===== config.mk =====
export PLATFORM = sky130hd
export DESIGN_NAME = wolrx_top
export DESIGN_NICKNAME = d
export VERILOG_FILES = /design/src/design/wolrx_pkg.sv /design/src/design/wolrx_stretch.sv /design/src/design/wolrx_top.sv
export SDC_FILE = /design/constraint.sdc
export NUM_CORES = 1
export LEC_CHECK = 0
export ABC_AREA = 1
export BUFFER_PORTS_ARGS = -buffer_cell sky130_fd_sc_hd__buf_2
export CAP_MARGIN = 15
export CORE_UTILIZATION = 55
export DETAILED_ROUTE_END_ITERATION = 6
export PLACE_DENSITY = 0.83
export SYNTH_ARGS = -nofsm -noshare
export SYNTH_HDL_FRONTEND = slang
export SYNTH_SLANG_ARGS = --single-unit

===== constraint.sdc =====
create_clock -name ref_clk_i -period 4.2 [get_ports ref_clk_i]
set_clock_uncertainty 0.05 [all_clocks]
set_input_delay 0.84 -clock ref_clk_i [delete_from_list [all_inputs] [get_ports ref_clk_i]]
set_output_delay 0.84 -clock ref_clk_i [all_outputs]
set_load 0.01 [all_outputs]

===== src/design/wolrx_pkg.sv =====
// Package: register map, field positions and timing for the wake-on-LAN receive block
package wolrx_pkg;
    localparam int unsigned ADDR_W = 9;
    localparam int unsigned DATA_W = 16;
    localparam logic [8:0] OFF_CFG = 9'h134;
    localparam logic [8:0] OFF_STATUS = 9'h135;
    localparam logic [8:0] OFF_PASS0 = 9'h139;
    localparam logic [8:0] OFF_PASS1 = 9'h13A;
    localparam logic [8:0] OFF_PASS2 = 9'h13B;
    localparam logic [8:0] OFF_IRQ_STAT = 9'h1F0;
    localparam logic [8:0] OFF_IRQ_EN = 9'h1F1;
    localparam logic [8:0] OFF_IRQ_CLR = 9'h1F2;
    // Configuration fields
    localparam int unsigned CFG_CLEAR = 11;
    localparam int unsigned CFG_LEN_LO = 9;
    localparam int unsigned CFG_LEVEL = 8;
    localparam int unsigned CFG_FEAT = 7;
    localparam int unsigned CFG_PASS = 5;
    localparam int unsigned CFG_UCAST = 4;
    localparam int unsigned CFG_BCAST = 2;
    localparam int unsigned CFG_PATTERN = 1;
    localparam int unsigned CFG_MAGIC = 0;
    localparam logic [15:0] CFG_RESET = 16'h0004;
    localparam logic [15:0] CFG_WMASK = 16'h07B7;
    // Status fields
    localparam int unsigned ST_MAGIC = 0;
    localparam int unsigned ST_PATTERN = 1;
    localparam int unsigned ST_BCAST = 2;
    localparam int unsigned ST_UCAST = 4;
    localparam int unsigned ST_ATTACK = 5;
    localparam int unsigned ST_BADCRC = 6;
    localparam int unsigned ST_SFDERR = 7;
    localparam logic [15:0] ST_MASK = 16'h00F7;
    // Interrupt event bits
    localparam int unsigned NUM_EV = 3;
    localparam int unsigned EV_WAKE = 0;
    localparam int unsigned EV_ATTACK = 1;
    localparam int unsigned EV_ERROR = 2;
    // Pulse lengths in 125 MHz cycles, index by the two-bit length field
    localparam logic [6:0] PULSE_LEN_0 = 7'd8;
    localparam int unsigned PULSE_SHIFT_MAX = 3;
    localparam int unsigned CNT_W = 7;

    typedef struct packed {
        logic magic;
        logic pattern;
        logic bcast;
        logic ucast;
        logic pass_ok;
        logic bad_crc;
        logic sfd_err;
    } wolrx_frame_s;

    typedef struct packed {
        logic [ADDR_W-1:0] addr;
        logic [DATA_W-1:0] wdata;
        logic wr;
        logic rd;
    } wolrx_bus_s;
endpackage : wolrx_pkg


===== src/design/wolrx_stretch.sv =====
// Wake output shaper: pulse of programmed length or held level
`timescale 1ns/1ns
`default_nettype none
module wolrx_stretch
    import wolrx_pkg::*;
(
    input wire logic ref_clk_i,
    input wire logic rst_i,
    input wire logic fire_i,
    input wire logic level_mode_i,
    input wire logic [1:0] len_sel_i,
    input wire logic clear_i,
    output logic wake_o
);
    typedef enum logic [1:0] {WS_IDLE = 2'b00, WS_PULSE = 2'b01, WS_LEVEL = 2'b11} wolrx_ws_e;

    wolrx_ws_e state_ff, nxt_state;
    logic [CNT_W-1:0] cnt_ff, nxt_cnt;
    logic [CNT_W-1:0] len_cycles;

    assign len_cycles = CNT_W'(PULSE_LEN_0 << len_sel_i);

    always_comb
    begin
        nxt_state = state_ff;
        nxt_cnt = cnt_ff;
        case (state_ff)
            WS_IDLE:
            begin
                if (fire_i)
                begin
                    nxt_state = level_mode_i ? WS_LEVEL : WS_PULSE;
                    nxt_cnt = len_cycles - CNT_W'(1);
                end
            end
            WS_PULSE:
            begin
                if (cnt_ff == '0)
                    nxt_state = WS_IDLE;
                else
                    nxt_cnt = cnt_ff - CNT_W'(1);
            end
            WS_LEVEL:
            begin
                // clear drops held level; new event wins
                if (clear_i && !fire_i)
                    nxt_state = WS_IDLE;
            end
            default:
                nxt_state = WS_IDLE;
        endcase
    end

    always_ff @(posedge ref_clk_i or posedge rst_i)
    begin
        if (rst_i)
        begin
            state_ff <= WS_IDLE;
            cnt_ff <= '0;
        end
        else
        begin
            state_ff <= nxt_state;
            cnt_ff <= nxt_cnt;
        end
    end

    assign wake_o = (state_ff != WS_IDLE);

    // Counts cycles of the current pulse for the width check
    logic [CNT_W:0] width_ff;
    always_ff @(posedge ref_clk_i or posedge rst_i)
    begin
        if (rst_i)
            width_ff <= '0;
        else if (state_ff == WS_PULSE)
            width_ff <= width_ff + (CNT_W+1)'(1);
        else
            width_ff <= '0;
    end

    chk_pulse_width: assert property (@(posedge ref_clk_i) disable iff (rst_i)
        (state_ff == WS_PULSE && nxt_state == WS_IDLE) |-> (width_ff + (CNT_W+1)'(1)) <= (CNT_W+1)'(64))
        else $error("wake pulse longer than longest stretch");
    chk_pulse_min8: assert property (@(posedge ref_clk_i) disable iff (rst_i)
        (state_ff == WS_IDLE && fire_i && !level_mode_i) |=> wake_o [*8])
        else $error("wake pulse shorter than eight cycles");
    chk_pulse_len8: assert property (@(posedge ref_clk_i) disable iff (rst_i)
        (state_ff == WS_IDLE && fire_i && !level_mode_i && len_sel_i == 2'b00) |=> ##8 !wake_o)
        else $error("eight cycle pulse wrong length");
    chk_level_hold: assert property (@(posedge ref_clk_i) disable iff (rst_i)
        (state_ff == WS_LEVEL && !clear_i) |=> wake_o)
        else $error("level wake dropped without clear");
    chk_level_clear: assert property (@(posedge ref_clk_i) disable iff (rst_i)
        (state_ff == WS_LEVEL && clear_i && !fire_i) |=> !wake_o)
        else $error("level wake not cleared");
    cov_pulse: cover property (@(posedge ref_clk_i) disable iff (rst_i) state_ff == WS_PULSE ##1 state_ff == WS_IDLE);
    cov_level: cover property (@(posedge ref_clk_i) disable iff (rst_i) state_ff == WS_LEVEL ##1 state_ff == WS_IDLE);
endmodule : wolrx_stretch
`default_nettype wire


===== src/design/wolrx_top.sv =====
// Wake-on-LAN receive configuration, status, password and wake output
`timescale 1ns/1ns
`default_nettype none

// Functional notes
// - Writing clear bit in level mode drops held wake; bit self-clears; pulse mode ignores.
// - Pulse length select 00/01/10/11 gives 8/16/32/64 cycles.
// - Mode bit set means level hold until cleared; reset value selects pulse.
// - Feature enable gates wake detection, CRC check and timestamp indication; resets clear.
// - Password enable requires matching password with magic packet; resets disabled.
// - Unicast enable makes valid unicast frames wake; resets clear.
// - Broadcast enable makes broadcast frames wake; resets set.
// - Pattern enable makes pattern matches wake; resets clear.
// - Magic enable makes valid magic packets wake; resets clear.
// - Status flags latch on events and clear when read.
// - Password is 48 bits in three 16-bit words, low first, reset zero.
module wolrx_top
    import wolrx_pkg::*;
(
    input wire logic ref_clk_i,
    input wire logic rst_i,
    input wire wolrx_pkg::wolrx_bus_s bus_i,
    output logic [wolrx_pkg::DATA_W-1:0] rdata_o,
    input wire logic frame_valid_i,
    input wire wolrx_pkg::wolrx_frame_s frame_i,
    input wire logic [47:0] frame_pass_i,
    input wire logic sof_i,
    output logic crc_check_en_o,
    output logic sof_ind_o,
    output logic wake_o,
    output logic irq_o
);
    import wolrx_pkg::*;

    logic [15:0] cfg_ff, nxt_cfg;
    logic [15:0] status_ff, nxt_status;
    logic [2:0][15:0] pass_ff, nxt_pass;
    logic [NUM_EV-1:0] irq_stat_ff, nxt_irq_stat;
    logic [NUM_EV-1:0] irq_en_ff, nxt_irq_en;
    logic [15:0] rdata_ff, nxt_rdata;
    logic sof_ff, nxt_sof;

    logic wr_cfg, rd_status, wr_iclr, wr_ien;
    logic feat_on, pass_ok, magic_ok, attack, wake_fire;
    logic [15:0] ev_status;
    logic [NUM_EV-1:0] ev_irq;

    assign wr_cfg = bus_i.wr && bus_i.addr == OFF_CFG;
    assign rd_status = bus_i.rd && bus_i.addr == OFF_STATUS;
    assign wr_iclr = bus_i.wr && bus_i.addr == OFF_IRQ_CLR;
    assign wr_ien = bus_i.wr && bus_i.addr == OFF_IRQ_EN;

    assign feat_on = cfg_ff[CFG_FEAT];
    assign pass_ok = !cfg_ff[CFG_PASS] || (frame_pass_i == {pass_ff[2], pass_ff[1], pass_ff[0]});
    assign magic_ok = frame_i.magic && pass_ok;
    assign attack = frame_i.magic && cfg_ff[CFG_PASS] && !pass_ok;

    always_comb
    begin
        ev_status = '0;
        if (frame_valid_i && feat_on)
        begin
            ev_status[ST_MAGIC] = magic_ok;
            ev_status[ST_PATTERN] = frame_i.pattern;
            ev_status[ST_BCAST] = frame_i.bcast;
            ev_status[ST_UCAST] = frame_i.ucast;
            ev_status[ST_ATTACK] = attack;
            ev_status[ST_BADCRC] = frame_i.bad_crc;
            ev_status[ST_SFDERR] = frame_i.sfd_err;
        end
    end

    assign wake_fire = (ev_status[ST_UCAST] && cfg_ff[CFG_UCAST])
                     || (ev_status[ST_BCAST] && cfg_ff[CFG_BCAST])
                     || (ev_status[ST_PATTERN] && cfg_ff[CFG_PATTERN])
                     || (ev_status[ST_MAGIC] && cfg_ff[CFG_MAGIC]);

    assign ev_irq[EV_WAKE] = wake_fire;
    assign ev_irq[EV_ATTACK] = ev_status[ST_ATTACK];
    assign ev_irq[EV_ERROR] = ev_status[ST_BADCRC] || ev_status[ST_SFDERR];

    // Configuration and password registers
    always_comb
    begin
        nxt_cfg = cfg_ff;
        nxt_pass = pass_ff;
        nxt_cfg[CFG_CLEAR] = 1'b0;
        if (wr_cfg)
        begin
            nxt_cfg = bus_i.wdata & CFG_WMASK;
            nxt_cfg[CFG_CLEAR] = bus_i.wdata[CFG_CLEAR];
        end
        if (bus_i.wr && bus_i.addr == OFF_PASS0)
            nxt_pass[0] = bus_i.wdata;
        if (bus_i.wr && bus_i.addr == OFF_PASS1)
            nxt_pass[1] = bus_i.wdata;
        if (bus_i.wr && bus_i.addr == OFF_PASS2)
            nxt_pass[2] = bus_i.wdata;
    end

    always_ff @(posedge ref_clk_i or posedge rst_i)
    begin
        if (rst_i)
        begin
            cfg_ff <= CFG_RESET;
            pass_ff <= '0;
        end
        else
        begin
            cfg_ff <= nxt_cfg;
            pass_ff <= nxt_pass;
        end
    end

    // Status and interrupt registers; a new event always beats a clear
    always_comb
    begin
        nxt_status = status_ff;
        nxt_irq_stat = irq_stat_ff;
        nxt_irq_en = irq_en_ff;
        if (rd_status)
            nxt_status = '0;
        nxt_status = (nxt_status | ev_status) & ST_MASK;
        if (wr_iclr)
            nxt_irq_stat = irq_stat_ff & ~bus_i.wdata[NUM_EV-1:0];
        nxt_irq_stat = nxt_irq_stat | ev_irq;
        if (wr_ien)
            nxt_irq_en = bus_i.wdata[NUM_EV-1:0];
    end

    always_ff @(posedge ref_clk_i or posedge rst_i)
    begin
        if (rst_i)
        begin
            status_ff <= '0;
            irq_stat_ff <= '0;
            irq_en_ff <= '0;
        end
        else
        begin
            status_ff <= nxt_status;
            irq_stat_ff <= nxt_irq_stat;
            irq_en_ff <= nxt_irq_en;
        end
    end

    // Read data, one cycle after the strobe; unmapped reads give zero
    always_comb
    begin
        nxt_rdata = '0;
        if (bus_i.rd)
        begin
            case (bus_i.addr)
                OFF_CFG: nxt_rdata = cfg_ff;
                OFF_STATUS: nxt_rdata = status_ff;
                OFF_PASS0: nxt_rdata = pass_ff[0];
                OFF_PASS1: nxt_rdata = pass_ff[1];
                OFF_PASS2: nxt_rdata = pass_ff[2];
                OFF_IRQ_STAT: nxt_rdata = 16'(irq_stat_ff);
                OFF_IRQ_EN: nxt_rdata = 16'(irq_en_ff);
                default: nxt_rdata = '0;
            endcase
        end
    end

    // timestamp start-of-frame indication only with features on
    assign nxt_sof = sof_i && feat_on;

    always_ff @(posedge ref_clk_i or posedge rst_i)
    begin
        if (rst_i)
        begin
            rdata_ff <= '0;
            sof_ff <= 1'b0;
        end
        else
        begin
            rdata_ff <= nxt_rdata;
            sof_ff <= nxt_sof;
        end
    end

    assign rdata_o = rdata_ff;
    assign sof_ind_o = sof_ff;
    assign crc_check_en_o = feat_on;
    assign irq_o = |(irq_stat_ff & irq_en_ff);

    wolrx_stretch u_stretch (
        .ref_clk_i(ref_clk_i),
        .rst_i(rst_i),
        .fire_i(wake_fire),
        .level_mode_i(cfg_ff[CFG_LEVEL]),
        .len_sel_i(cfg_ff[CFG_LEN_LO +: 2]),
        .clear_i(cfg_ff[CFG_CLEAR]),
        .wake_o(wake_o)
    );

    chk_clear_self: assert property (@(posedge ref_clk_i) disable iff (rst_i)
        cfg_ff[CFG_CLEAR] && !wr_cfg |=> !cfg_ff[CFG_CLEAR])
        else $error("wake clear bit did not self-clear");
    chk_feature_gate: assert property (@(posedge ref_clk_i) disable iff (rst_i)
        !feat_on && !rd_status |=> status_ff == $past(status_ff))
        else $error("status changed with features off");
    chk_attack_flag: assert property (@(posedge ref_clk_i) disable iff (rst_i)
        frame_valid_i && feat_on && attack |=> status_ff[ST_ATTACK] && !status_ff[ST_MAGIC] || $past(status_ff[ST_MAGIC]))
        else $error("password attack not flagged");
    chk_ucast_wake: assert property (@(posedge ref_clk_i) disable iff (rst_i)
        frame_valid_i && feat_on && frame_i.ucast && cfg_ff[CFG_UCAST] |=> irq_stat_ff[EV_WAKE])
        else $error("unicast wake lost");
    chk_bcast_gate: assert property (@(posedge ref_clk_i) disable iff (rst_i)
        frame_valid_i && feat_on && frame_i.bcast && cfg_ff[CFG_BCAST] |=> irq_stat_ff[EV_WAKE])
        else $error("broadcast wake lost");
    chk_magic_wake: assert property (@(posedge ref_clk_i) disable iff (rst_i)
        frame_valid_i && feat_on && magic_ok && cfg_ff[CFG_MAGIC] |=> wake_o)
        else $error("magic packet did not wake");
    chk_pattern_off: assert property (@(posedge ref_clk_i) disable iff (rst_i)
        ev_status == 16'(1 << ST_PATTERN) && !cfg_ff[CFG_PATTERN] |-> !wake_fire)
        else $error("disabled pattern raised wake");
    chk_status_read: assert property (@(posedge ref_clk_i) disable iff (rst_i)
        rd_status && ev_status == '0 |=> status_ff == '0 && rdata_o == $past(status_ff))
        else $error("status not cleared by read");
    chk_status_set: assert property (@(posedge ref_clk_i) disable iff (rst_i)
        ev_status[ST_BADCRC] |=> status_ff[ST_BADCRC])
        else $error("bad crc flag lost");
    chk_pass_write: assert property (@(posedge ref_clk_i) disable iff (rst_i)
        bus_i.wr && bus_i.addr == OFF_PASS1 |=> pass_ff[1] == $past(bus_i.wdata))
        else $error("password word not stored");
    chk_irq_level: assert property (@(posedge ref_clk_i) disable iff (rst_i)
        irq_o == |(irq_stat_ff & irq_en_ff))
        else $error("interrupt output mismatch");
    cov_magic: cover property (@(posedge ref_clk_i) disable iff (rst_i) magic_ok && feat_on && frame_valid_i);
    cov_attack: cover property (@(posedge ref_clk_i) disable iff (rst_i) attack && feat_on && frame_valid_i);
    cov_read_clear: cover property (@(posedge ref_clk_i) disable iff (rst_i) rd_status && status_ff != '0);
endmodule : wolrx_top
`default_nettype wire


Yosys cells after proc, flatten, opt, wreduce, memory -nomap -nowiden
Index checks and enable logic that the tools add are counted.
{"block": "totals", "input_bits": 86, "reg_bits": 97, "word_cells": 82, "output_inout_bits": 20}
{"block": "op_classes", "reduce_logical": 32, "n_eq_ne": 15, "addsub": 2, "bitwise_logic": 5, "n_shift": 1, "mux": 15}
{"op": "$pmux W16 S7", "n": 1}
{"op": "$eq A9 B9 Y1 const B", "n": 8}
{"op": "$eq A48 B48 Y1", "n": 1}
{"op": "$logic_and A1 B1 Y1", "n": 17}
{"op": "$mux W16", "n": 1}
{"op": "$mux W7", "n": 2}
{"op": "$pmux W7 S2", "n": 1}
{"op": "$sub A7 B1 Y7 const B", "n": 2}
{"op": "$mux W12", "n": 1}
{"op": "$mux W2", "n": 4}
{"op": "$mux W8", "n": 1}
{"op": "$or A8 B8 Y8", "n": 1}
{"op": "$logic_not A7 Y1", "n": 1}
{"op": "$shl A4 B2 Y7 const A", "n": 1}
{"op": "$and A3 B3 Y3", "n": 2}
{"op": "$mux W3", "n": 2}
{"op": "$ne A2 B1 Y1 const B", "n": 3}
{"op": "$pmux W2 S3", "n": 1}
{"op": "$reduce_and A3 Y1", "n": 2}
{"op": "$logic_or A1 B1 Y1", "n": 5}
{"op": "$mux W4", "n": 1}
{"op": "$reduce_bool A2 Y1", "n": 2}
{"op": "$logic_not A1 Y1", "n": 3}
{"op": "$not A3 Y3", "n": 1}
{"op": "6 further kinds", "n": 6}

Longest topological paths before layout
Gate-level depths: netlist of run 1.
{"block": "depth", "word_depth": 13, "ltp_mapped": 15, "ltp_nobuf": 15}

By module
From an unflattened synthesis of run 1, not the netlist that was laid out.
{"block": "hier_totals", "cells_unflattened": 673, "hier_area_um2": 5248.8}
{"module": "wolrx_top", "area_per_inst_um2": 4635.7, "n_inst": 1, "cells_per_inst": 584, "seq_area_each_um2": 2203.4}
{"module": "wolrx_stretch", "area_per_inst_um2": 613.1, "n_inst": 1, "cells_per_inst": 89, "seq_area_each_um2": 225.2}

Worst setup path after synthesis of run 1
OpenSTA, ideal clock, no wires.
{"block": "synth_path", "path_kind": "input-to-reg", "from": "input bus_i[25] (netlist bit)", "to": "register pass_ff[33] (netlist bit)", "arrival_ns": 1.912, "setup_slack_ns": 2.119, "setup_ns": 0.120, "t_required_ns": 4.030, "path_buffers": 1, "stages": 9, "cell_sequence": "nor2_2 -> nand2_2 -> nor3_4 -> nand3_2 -> nor2_4 -> nand2_4 -> buf_6 -> nand2_1 -> o21ai_2"}
{"block": "synth_via", "elab_chain_cells": 2}
{"item": "start, declared", "line_no": "wolrx_top.sv:22", "source": "input wire wolrx_pkg::wolrx_bus_s bus_i,"}
{"item": "$eq A9 B9 Y1", "line_no": "wolrx_top.sv:97", "source": "if (bus_i.wr && bus_i.addr == OFF_PASS2)"}
{"item": "$logic_and A1 B1 Y1", "line_no": "wolrx_top.sv:97"}
{"item": "end signal, assigned", "line_no": "wolrx_top.sv:111", "source": "pass_ff <= nxt_pass;"}
{"item": "end, declared", "line_no": "wolrx_top.sv:37", "source": "logic [2:0][15:0] pass_ff, nxt_pass;"}
Every way passes these cells.
A chain may end at the register's enable or synchronous reset.

Worst setup path after layout of run 1
{"block": "layout_path", "from": "input bus_i[25] (netlist bit)", "to": "register pass_ff[44] (netlist bit)"}
Same word-level chain as after synthesis.

==> results of run 1 <==
state kept, by name (all words and copies together), names as in the netlist:
register,count
rdata_o,16
u_stretch.state_ff,2
irq_stat_ff,3
status_ff,7
irq_en_ff,3
cfg_ff,10
pass_ff,48
u_stretch.cnt_ff,7
sof_ind_o,1
critical path, stage by stage:
cell	delay, ns
buf_2	0.11
nor2_2	0.19
nand2_2	0.09
nor3_4	0.18
nand3_2	0.18
nor2_4	0.47
nand2_4	0.39
nand2_1	0.20
o21ai_2	0.07
metal layers:
layer,vias to the layer above,global-route usage [%]
met5,-,0
met4,0,14.14
met3,40,4.173
met2,192,47.01
met1,2159,37.21
li1,2145,-
worst paths after layout:
path / from / endpoint / slack (ns)
setup / recovery: bus_i[25] / pass_ff[44]$_DFFE_PP0P_ / 1.65
hold / removal: cfg_ff[4]$_DFFE_PP0P_ / cfg_ff[4]$_DFFE_PP0P_ / 0.46
setup reg to reg: u_stretch.state_ff[1]$_DFFE_PP0P_ / u_stretch.cnt_ff[6]$_DFFE_PP0P_ / 2.07
hold reg to reg: cfg_ff[4]$_DFFE_PP0P_ / cfg_ff[4]$_DFFE_PP0P_ / 0.46
max in group asynchronous: rst_i / rdata_o[3]$_DFF_PP0_ / 2.67
min in group asynchronous: rst_i / pass_ff[24]$_DFFE_PP0P_ / 0.54
Yosys cell counts (2+ instances only):
cell type / number / area, um^2
a221oi_1: 7 / 61.31
o21ai_0: 55 / 275.3
o21ai_1: 6 / 30.03
dfrtp_1: 96 / 2402
nor3_1: 3 / 15.01
xnor2_1: 43 / 376.6
nand3_1: 24 / 120.1
nand2_1: 196 / 735.7
a21oi_1: 9 / 45.04
nor2_1: 34 / 127.6
nand3_2: 2 / 20.02
o22ai_1: 3 / 18.77
xor2_1: 2 / 17.52
nand2_2: 4 / 25.02
clkbuf_1: 6 / 22.52
nand2_4: 3 / 33.78
buf_2: 2 / 10.01
a31oi_1: 8 / 50.05
o21ai_2: 13 / 113.9
buf_6: 6 / 67.56
inv_1: 59 / 221.5
nor2_4: 2 / 22.52
inv_2: 2 / 7.510
a41oi_1: 2 / 17.52
kinds of logic after synthesis:
kind of cell / Yosys count
flip-flops: 97
XOR/XNOR: 45
buffers and inverters: 76
AO/OA/AOI/OAI: 112
AND/OR/NAND/NOR: 272
adder cells (fa/ha/maj): 1
power by group:
part           internal [mW]  leakage [nW]  switching (mW)
Clock                  0.411         0.120           0.326
Combinational         0.0713          1.43          0.0967
Sequential             0.956          1.31          0.0208
layout make-up:
class	instances	area, um^2	area share, %
inverters	61	230.2	3.957
multi-input cells	430	2245	38.58
clock buffers	11	141.4	2.430
well taps	108	135.1	2.323
clock inverters	5	102.6	1.763
repair buffers	106	535.5	9.204
flip-flops and latches	97	2429	41.74
==> run_results.csv, run 1 <==
group,metric,value,unit
clocking,postCtsHoldBufs,0,
layout,fillers,712,
layout,fin_cells,818,
die,fp.dieH,97.44,um
yosys,synth_fa_ha_area_share,0.2498,%
yosys,synth-xor-area-share,7.867,%
sta,hold_violations,0,
placement,placedCellCount,802,
yosys,yosysUniqueCellTypes,40,
yosys,synth_top_family_by_area,"simple AND/OR/NAND/NOR gates",
route,drc,0,
route,dr_wl_met3,684,um
yosys,muxShareOfSynthArea,0,%
global_route,grt_max_degree,49,
layout,layout.nets,792,
clocking,cts_made_buffers,9,
yosys,syn_area,5010,um^2
clocking,clockBufferDepth,2,
die,pin_count,106,
clocking,clk-insertion-delay-late,0.36,ns
die,die-area,9495,um^2
yosys,synth_edf_count,0,
yosys,syn_avg_cell_area,8.308,um^2
sta,slew_violations,0,
global_route,grt_pass1_vias,4570,
route,detail_route.iter0.violations,316,
setup_path,arrival,2.74,ns
setup_path,critPathMaxFanout,32,
sta,fmax,0.3922,GHz
sta,fin_crit_sh,60.71,%
layout,layout_common_cells,"nand2_1 (196), buf_2 (104), dfrtp_1 (96)",
placement,globalplace.congestion,0.9962,
run,cap_viol_max_count,0,
pwr,p_leak,2.856,nW
route,wl_met2,6348,um
yosys,synth-seq-area-share,48.48,%
setup_path,cp.required,4.39,ns
route,totalWireLength,13050,um
global_route,grt_use_total,28.63,%
yosys,synth-simple-area-share,22.75,%
clocking,cts.sink_count,97,
die,initial_utilization,57.17,%
layout,fin_util,66.39,%
status,status,"completed",
global_route,antenna_found_initial,0,
route,avgRoutedWirePerCell,15.95,um
sta,min_period,2.550,ns
yosys,synth_seq_cells,97,
route,maxUsedRoutingLayer,"met4",
yosys,syn_nets,690,
setup_path,startpoint_type,"primary input",
route,avgViaCountPerCell,5.545,
setup_path,rr_worst_depth,9,
route,dr.pass1.iters,5,
setup_path,worstSetupPathType,"primary input to flop",
layout,antenna_cells,0,
placement,place_hpwl,9428,um
yosys,synthFlopType,"dfrtp_1",
yosys,synthArstFlopShare,100.0,%
pwr,total_power,1.882,mW
setup_path,endpoint_kind,"flop",
route,m1WireLength,5562,um
yosys,ys_warn_count,0,
sta,max_slew.worst_pin.slew,0.9966,ns
layout,drive_gt1_share,21.97,%
placement,io_buffers,104,
global_route,grt_first_pass_wirelength,21450,um
sta,hold_ws,0.4640,ns
placement,place_area,5574,um^2
sta,final.setup.tns,0,ns
clocking,cts_tree,"done",
clocking,root_buffer,"clkbuf_8",
min_path,hold_depth,2,
sta,rsz0062_at_grt,"no",
route,routed-via-count,4536,
placement,dp_slack,1.306,ns
yosys,netlist_instances,603,
sta,final-setup-viol-count,0,
die,core,8763,um^2
layout,syn_to_final_growth,16.13,%
clocking,cts_resized,0,
min_path,worstHoldPathType,"flop to flop",
route,antenna_left,0,
die,num_rows,34,
yosys,synth_compound_area_share,13.94,%
clocking,clk_pin_slew,0.09,ns
layout,final_area,5818,um^2
pwr,pwr_density_cell,323.5,nW/um^2
sta,slew_headroom,33.40,%
global_route,overflow,0,
clocking,htree_levels,3,
die,die_w,97.44,um
sta,worst_slack,1.650,ns
pwr,vdd_ir_drop_max,0.1881,mV
layout,final_common_cell,"nand2_1",
clocking,post_cts_buffers,0,
Power figures use the tool's default switching activity.
==> run 2, diff against run 1 <==
--- a/config.mk
+++ b/config.mk
@@ -8,9 +8,9 @@
 export ABC_AREA = 1
 export BUFFER_PORTS_ARGS = -buffer_cell sky130_fd_sc_hd__buf_2
 export CAP_MARGIN = 15
-export CORE_UTILIZATION = 55
+export CORE_UTILIZATION = 50
 export DETAILED_ROUTE_END_ITERATION = 6
-export PLACE_DENSITY = 0.83
+export PLACE_DENSITY = 0.8
 export SYNTH_ARGS = -nofsm -noshare
 export SYNTH_HDL_FRONTEND = slang
 export SYNTH_SLANG_ARGS = --single-unit
==> constraint.sdc (replaced) <==
create_clock -name ref_clk_i -period 2.1 [get_ports ref_clk_i]
set_clock_uncertainty 0.05 [all_clocks]
set_input_delay 0.42 -clock ref_clk_i [delete_from_list [all_inputs] [get_ports ref_clk_i]]
set_output_delay 0.42 -clock ref_clk_i [all_outputs]
set_load 0.01 [all_outputs]
==> run 2 against run 1 <==
  * Core utilization is 5.1 points lower
  * Setup slack worse by 1.5 ns
  * Clock power is 82% higher
  * Routed wire length is 1.8% lower
  * Die area is 9.8% higher
  * Clock-buffer cell count is 1 lower
  * Highest routed layer unchanged
==> run_results.csv, run 2 (same netlist as run 1, synthesis figures left out) <==
group,metric,value,unit
setup_path,worstSetupPathType,"flop to flop",
layout,layout.nets,804,
route,routed-via-count,4544,
global_route,grt_max_degree,98,
setup_path,cp.required,2.36,ns
clocking,cts_tree,"done",
route,totalWireLength,12810,um
route,avgRoutedWirePerCell,14.98,um
setup_path,arrival,2.18,ns
die,die_w,102.1,um
setup_path,critPathMaxFanout,9,
sta,min_period,1.927,ns
setup_path,r2r_start,"pass_ff[45]$_DFFE_PP0P_",
pwr,total_power,3.637,mW
global_route,grt_use_total,26.49,%
min_path,worstHoldPathType,"primary input to asynchronous set/reset pin",
clocking,clk_pin_slew,0.10,ns
sta,slew_violations,0,
die,die-area,10420,um^2
clocking,cts.sink_count,97,
sta,final-setup-viol-count,0,
setup_path,critPathMaxStageDelay,0.43,ns
setup_path,crit_family,"simple AND/OR/NAND/NOR gates",
placement,placedCellCount,839,
status,status,"completed",
setup_path,r2r-end,"u_stretch.cnt_ff[0]$_DFFE_PP0P_",
die,fp.dieH,102.1,um
clocking,postCtsHoldBufs,0,
global_route,overflow,0,
setup_path,slowest_stage,"dfrtp_1",
die,core,9729,um^2
sta,rsz0062_at_grt,"no",
sta,hold_violations,0,
placement,place_hpwl,9464,um
placement,place_area,5723,um^2
sta,fin_crit_sh,91.75,%
route,avgViaCountPerCell,5.315,
setup_path,worstPathBufferInverterCount,0,
clocking,root_buffer,"clkbuf_8",
global_route,grt_pass1_vias,4334,
layout,largest_reg_flops,48,
clocking,cts_made_buffers,9,
layout,drive_gt1_share,23.96,%
setup_path,cp_common_cell,"nand2_1",
sta,slew_headroom,64.57,%
clocking,clockBufferDepth,2,
route,drc,0,
layout,fin_cells,855,
route,dr.pass1.iters,5,
pwr,vdd_ir_drop_max,0.4085,mV
layout,syn_to_final_growth,19.03,%
route,detail_route.iter0.violations,270,
die,num_rows,36,
pwr,p_leak,2.906,nW
setup_path,cp_cell_sequence,"xnor2_1 > nand2_1 > nor2_1 > nand2_1 > nor2_1 > nand3_2 > nand2_2 > nand3_2 > nand2_2 > nand2_4 > nand2_4 > nand2_1 > nand2_1",
layout,layout_common_cells,"nand2_1 (194), buf_2 (104), dfrtp_1 (96)",
clocking,clk-insertion-delay-late,0.37,ns
sta,max_slew.worst_pin.slew,0.5295,ns
layout,antenna_cells,0,
layout,final_area,5963,um^2
die,initial_utilization,51.49,%
global_route,grt_first_pass_wirelength,20910,um
setup_path,endpoint_kind,"flop",
pwr,pwr_density_cell,609.9,nW/um^2
layout,final_common_cell,"nand2_1",
clocking,htree_levels,3,
placement,globalplace.congestion,0.8676,
die,pin_count,106,
setup_path,startpoint_type,"flop",
placement,io_buffers,104,
sta,fmax,0.5190,GHz
layout,max_flop_register,"pass_ff",
setup_path,r2r_slack,0.17,ns
global_route,antenna_found_initial,0,
run,cap_viol_max_count,0,
route,antenna_left,0,
setup_path,rr_worst_depth,13,
[run 2: worst reg2reg max path: stages, from the launching register on]
cell and delay [ns]:
dfrtp_1 0.43, xnor2_1 0.17, nand2_1 0.09, nor2_1 0.15, nand2_1 0.07, nor2_1 0.11, nand3_2 0.11, nand2_2 0.10
nand3_2 0.09, nand2_2 0.12, nand2_4 0.10, nand2_4 0.14, nand2_1 0.07, nand2_1 0.06
[run 2: repair_timing]
| item | 4_1_cts | 5_1_grt |
|---|---|---|
| setup buffers | 0 | 0 |
| gates resized for setup | 0 | 5 |
| setup endpoints to repair | 0 | 8 |
[run 2: area by class of cell]
class	instances	area [um^2]
Fill cell	870	3766
Sequential cell	97	2429
Multi-Input combinational cell	430	2265
Timing Repair Buffer	118	650.6
Inverter	61	232.7
Tap cell	133	166.4
Clock buffer	10	127.6
Clock inverter	6	92.59
[run 2: worst max path at each step]
stage                            startpoint                              end  slack [ns]  cells after the start
floorplan             cfg_ff[7]$_DFFE_PP0P_  u_stretch.cnt_ff[0]$_DFFE_PP0P_        0.44                      9
global placement                  bus_i[25]          pass_ff[39]$_DFFE_PP0P_        0.03                      9
detailed placement                bus_i[25]          pass_ff[45]$_DFFE_PP0P_       -0.07                      9
CTS                 pass_ff[45]$_DFFE_PP0P_  u_stretch.cnt_ff[6]$_DFFE_PP0P_        0.09                     13
global route         pass_ff[9]$_DFFE_PP0P_  u_stretch.cnt_ff[0]$_DFFE_PP0P_       0.008                     13
finish              pass_ff[45]$_DFFE_PP0P_  u_stretch.cnt_ff[0]$_DFFE_PP0P_        0.17                     13
[run 2: layer usage]
layer  global-route usage (%)  part of all wire, %  wire (um)  up-vias
met5                        0                    0          0        -
met4                    10.11                  2.4        303        0
met1                    35.67                   43       5499     2162
li1                         -                    -          -     2172
met2                    43.68                   48       6204      178
met3                    3.694                  6.3        801       32
[run 2: report_power, final]
group          switching (mW)  internal [mW]
clock network           0.663          0.675
logic                   0.198          0.147
registers              0.0408           1.91
total                   0.902           2.73
[run 2: stage by stage]
step / hold WS, ns / utilization [%] / setup WS [ns] / setup TNS (ns)
finish: 0.1481 / 61.29 / 0.1733 / 0
detailed placement: 0.4473 / 58.82 / -0.07101 / -0.9322
global placement: 0.4186 / 58.82 / 0.03238 / 0
floorplan: 0.4030 / - / 0.4384 / 0
CTS: 0.1765 / 61.09 / 0.08982 / 0
global route: 0.2037 / 61.29 / 0.008223 / 0
==> run 3, diff against run 2 <==
--- a/config.mk
+++ b/config.mk
@@ -8,8 +8,10 @@
 export ABC_AREA = 1
 export BUFFER_PORTS_ARGS = -buffer_cell sky130_fd_sc_hd__buf_2
 export CAP_MARGIN = 15
+export CORE_MARGIN = 2
 export CORE_UTILIZATION = 50
 export DETAILED_ROUTE_END_ITERATION = 6
+export GPL_TIMING_DRIVEN = 0
 export PLACE_DENSITY = 0.8
 export SYNTH_ARGS = -nofsm -noshare
 export SYNTH_HDL_FRONTEND = slang
==> run 3 against run 2 <==
  * Highest routed layer unchanged
  * Register-to-register slack is essentially flat
  * Critical path depth is the same
  * Global-route usage grew 0.53 points
  * Critical endpoint is now u_stretch.cnt_ff[5]$_DFFE_PP0P_
  * Fmax shrank 0.37%
==> run_results.csv, run 3 (same netlist as run 1, synthesis figures left out) <==
group,metric,value,unit
global_route,grt_max_degree,39,
sta,worst_slack,0.1660,ns
sta,min_period,1.934,ns
setup_path,worstSetupPathType,"flop to flop",
layout,final_area,5967,um^2
sta,fmax,0.5171,GHz
route,dr.pass1.iters,5,
layout,layout_common_cells,"nand2_1 (195), buf_2 (106), dfrtp_1 (96)",
sta,slew_violations,0,
global_route,antenna_found_initial,0,
die,die-area,10840,um^2
global_route,grt_first_pass_wirelength,22830,um
sta,max_slew.worst_pin.slew,0.7055,ns
run,cap_viol_max_count,0,
clocking,cts_made_buffers,9,
setup_path,cp_cell_sequence,"xnor2_1 > nand2_1 > nor2_1 > nand2_1 > nor2_1 > nand3_1 > nand2_1 > nand3_2 > nand2_2 > nand2_4 > nand2_4 > nand2_1 > nand2_1",
setup_path,cp_common_cell,"nand2_1",
setup_path,crit_start,"pass_ff[18]$_DFFE_PP0P_",
setup_path,rr_worst_depth,13,
sta,final.setup.tns,0,ns
pwr,pwr_density_cell,578.3,nW/um^2
global_route,grt_pass1_vias,4660,
die,num_rows,36,
setup_path,r2r_slack,0.17,ns
sta,slew_headroom,52.87,%
layout,syn_to_final_growth,19.11,%
setup_path,endpoint_kind,"flop",
layout,layout.nets,811,
clocking,htree_levels,3,
setup_path,arrival,2.20,ns
global_route,grt_util_met1,34.51,%
sta,rsz0062_at_grt,"no",
min_path,worstHoldPathType,"primary input to asynchronous set/reset pin",
die,initial_utilization,51.49,%
placement,place_hpwl,10390,um
global_route,busiest_layer,"met2",
layout,fin_util,61.33,%
route,avgRoutedWirePerCell,16.03,um
setup_path,critPathMaxStageDelay,0.42,ns
route,routed-via-count,4583,
die,pin_count,106,
setup_path,slowest_stage,"dfrtp_1",
layout,largest_reg_flops,48,
clocking,root_buffer,"clkbuf_8",
global_route,use_met3,3.697,%
sta,fin_crit_sh,92.09,%
clocking,clk_pin_slew,0.10,ns
global_route,grt_use_total,27.02,%
placement,globalplace.congestion,0.8877,
sta,final-setup-viol-count,0,
pwr,p_leak,2.920,nW
placement,dp_slack,-0.06747,ns
route,detail_route.iter0.violations,315,
clocking,clk-insertion-delay-late,0.38,ns
route,avgViaCountPerCell,5.317,
setup_path,cp.required,2.37,ns
layout,max_flop_register,"pass_ff",
layout,fin_cells,862,
placement,place_area,5741,um^2
pwr,vdd_ir_drop_max,0.3942,mV
placement,placedCellCount,842,
sta,hold_violations,0,
die,fp.dieH,104.1,um
route,drc,0,
layout,antenna_cells,0,
route,antenna_left,0,
placement,io_buffers,104,
clocking,clockBufferDepth,2,
global_route,overflow,0,
die,core,9729,um^2
setup_path,critPathMaxFanout,9,
route,totalWireLength,13820,um
global_route,met2_usage,44.55,%
clocking,cts.sink_count,97,
die,die_w,104.1,um
layout,final_common_cell,"nand2_1",
setup_path,r2r-end,"u_stretch.cnt_ff[5]$_DFFE_PP0P_",
setup_path,cp-endpoint,"u_stretch.cnt_ff[5]$_DFFE_PP0P_",
setup_path,r2r_start,"pass_ff[18]$_DFFE_PP0P_",
status,status,"completed",
layout,drive_gt1_share,23.87,%
clocking,cts_tree,"done",
setup_path,startpoint_type,"flop",
## run 3: cell types whose count changed in the layout (fill, tap and decap cells not counted), moves of 2 or more
cell       delta
clkinv_2      +2
buf_2         +2
clkbuf_1      +5
buf_4         -7
inv_6         +3
buf_6         +6
bufinv_16     -2
## run 3: worst min-delay path by stage
stage                                         to  slack (ns)
6_report                     sof_ind_o$_DFF_PP0_        0.08
5_1_grt                      sof_ind_o$_DFF_PP0_        0.13
4_1_cts        u_stretch.state_ff[0]$_DFFE_PP0P_         0.1
3_5_place_dp               cfg_ff[4]$_DFFE_PP0P_        0.42
3_3_place_gp               cfg_ff[4]$_DFFE_PP0P_        0.42
2_1_floorplan              cfg_ff[4]$_DFFE_PP0P_        0.40
## run 3: routing by layer
metal | vias to the layer above | routed length [um]
li1 | 2182 | -
met4 | 0 | 517
met5 | - | 0
met3 | 34 | 942
met2 | 203 | 6603
met1 | 2164 | 5755
## run 3: worst max-delay path, delay by kind of cell (launching register included)
| family | cells | cell delay, ns |
|---|---|---|
| XOR/XNOR | 1 | 0.24 |
| flip-flops | 1 | 0.42 |
| AND/OR/NAND/NOR | 12 | 1.15 |
## run 3: report_power, final
| part | switching (mW) | internal, mW | total, mW |
|---|---|---|---|
| clock network | 0.705 | 0.441 | 1.15 |
| registers | 0.0408 | 1.91 | 1.95 |
| logic | 0.199 | 0.152 | 0.351 |
| total | 0.945 | 2.51 | 3.45 |
## run 3: timing repair
action | 4_1_cts | 5_1_grt
buffers inserted | 0 | 4
hold buffers | 0 | 0
setup endpoints to repair | 0 | 7
resized for setup | 0 | 4
endpoints found under the hold margin | 0 | 0
## run 3: final cells by class
| type | count | area, um^2 |
|---|---|---|
| Fill cell | 890 | 3762 |
| Sequential cell | 97 | 2429 |
| Multi-Input combinational cell | 430 | 2265 |
| Timing Repair Buffer | 110 | 590.6 |
| Inverter | 61 | 232.7 |
| Tap cell | 133 | 166.4 |
| Clock buffer | 9 | 123.9 |
| Buffer | 15 | 107.6 |
| Clock inverter | 7 | 52.55 |
## run 3: through the flow
stage	power, mW	hold WS [ns]
3_5_place_dp	2.333	0.4231
6_report	3.451	0.08021
4_1_cts	3.455	0.09640
3_3_place_gp	2.311	0.4201
2_1_floorplan	2.164	0.4030
5_1_grt	3.585	0.1280
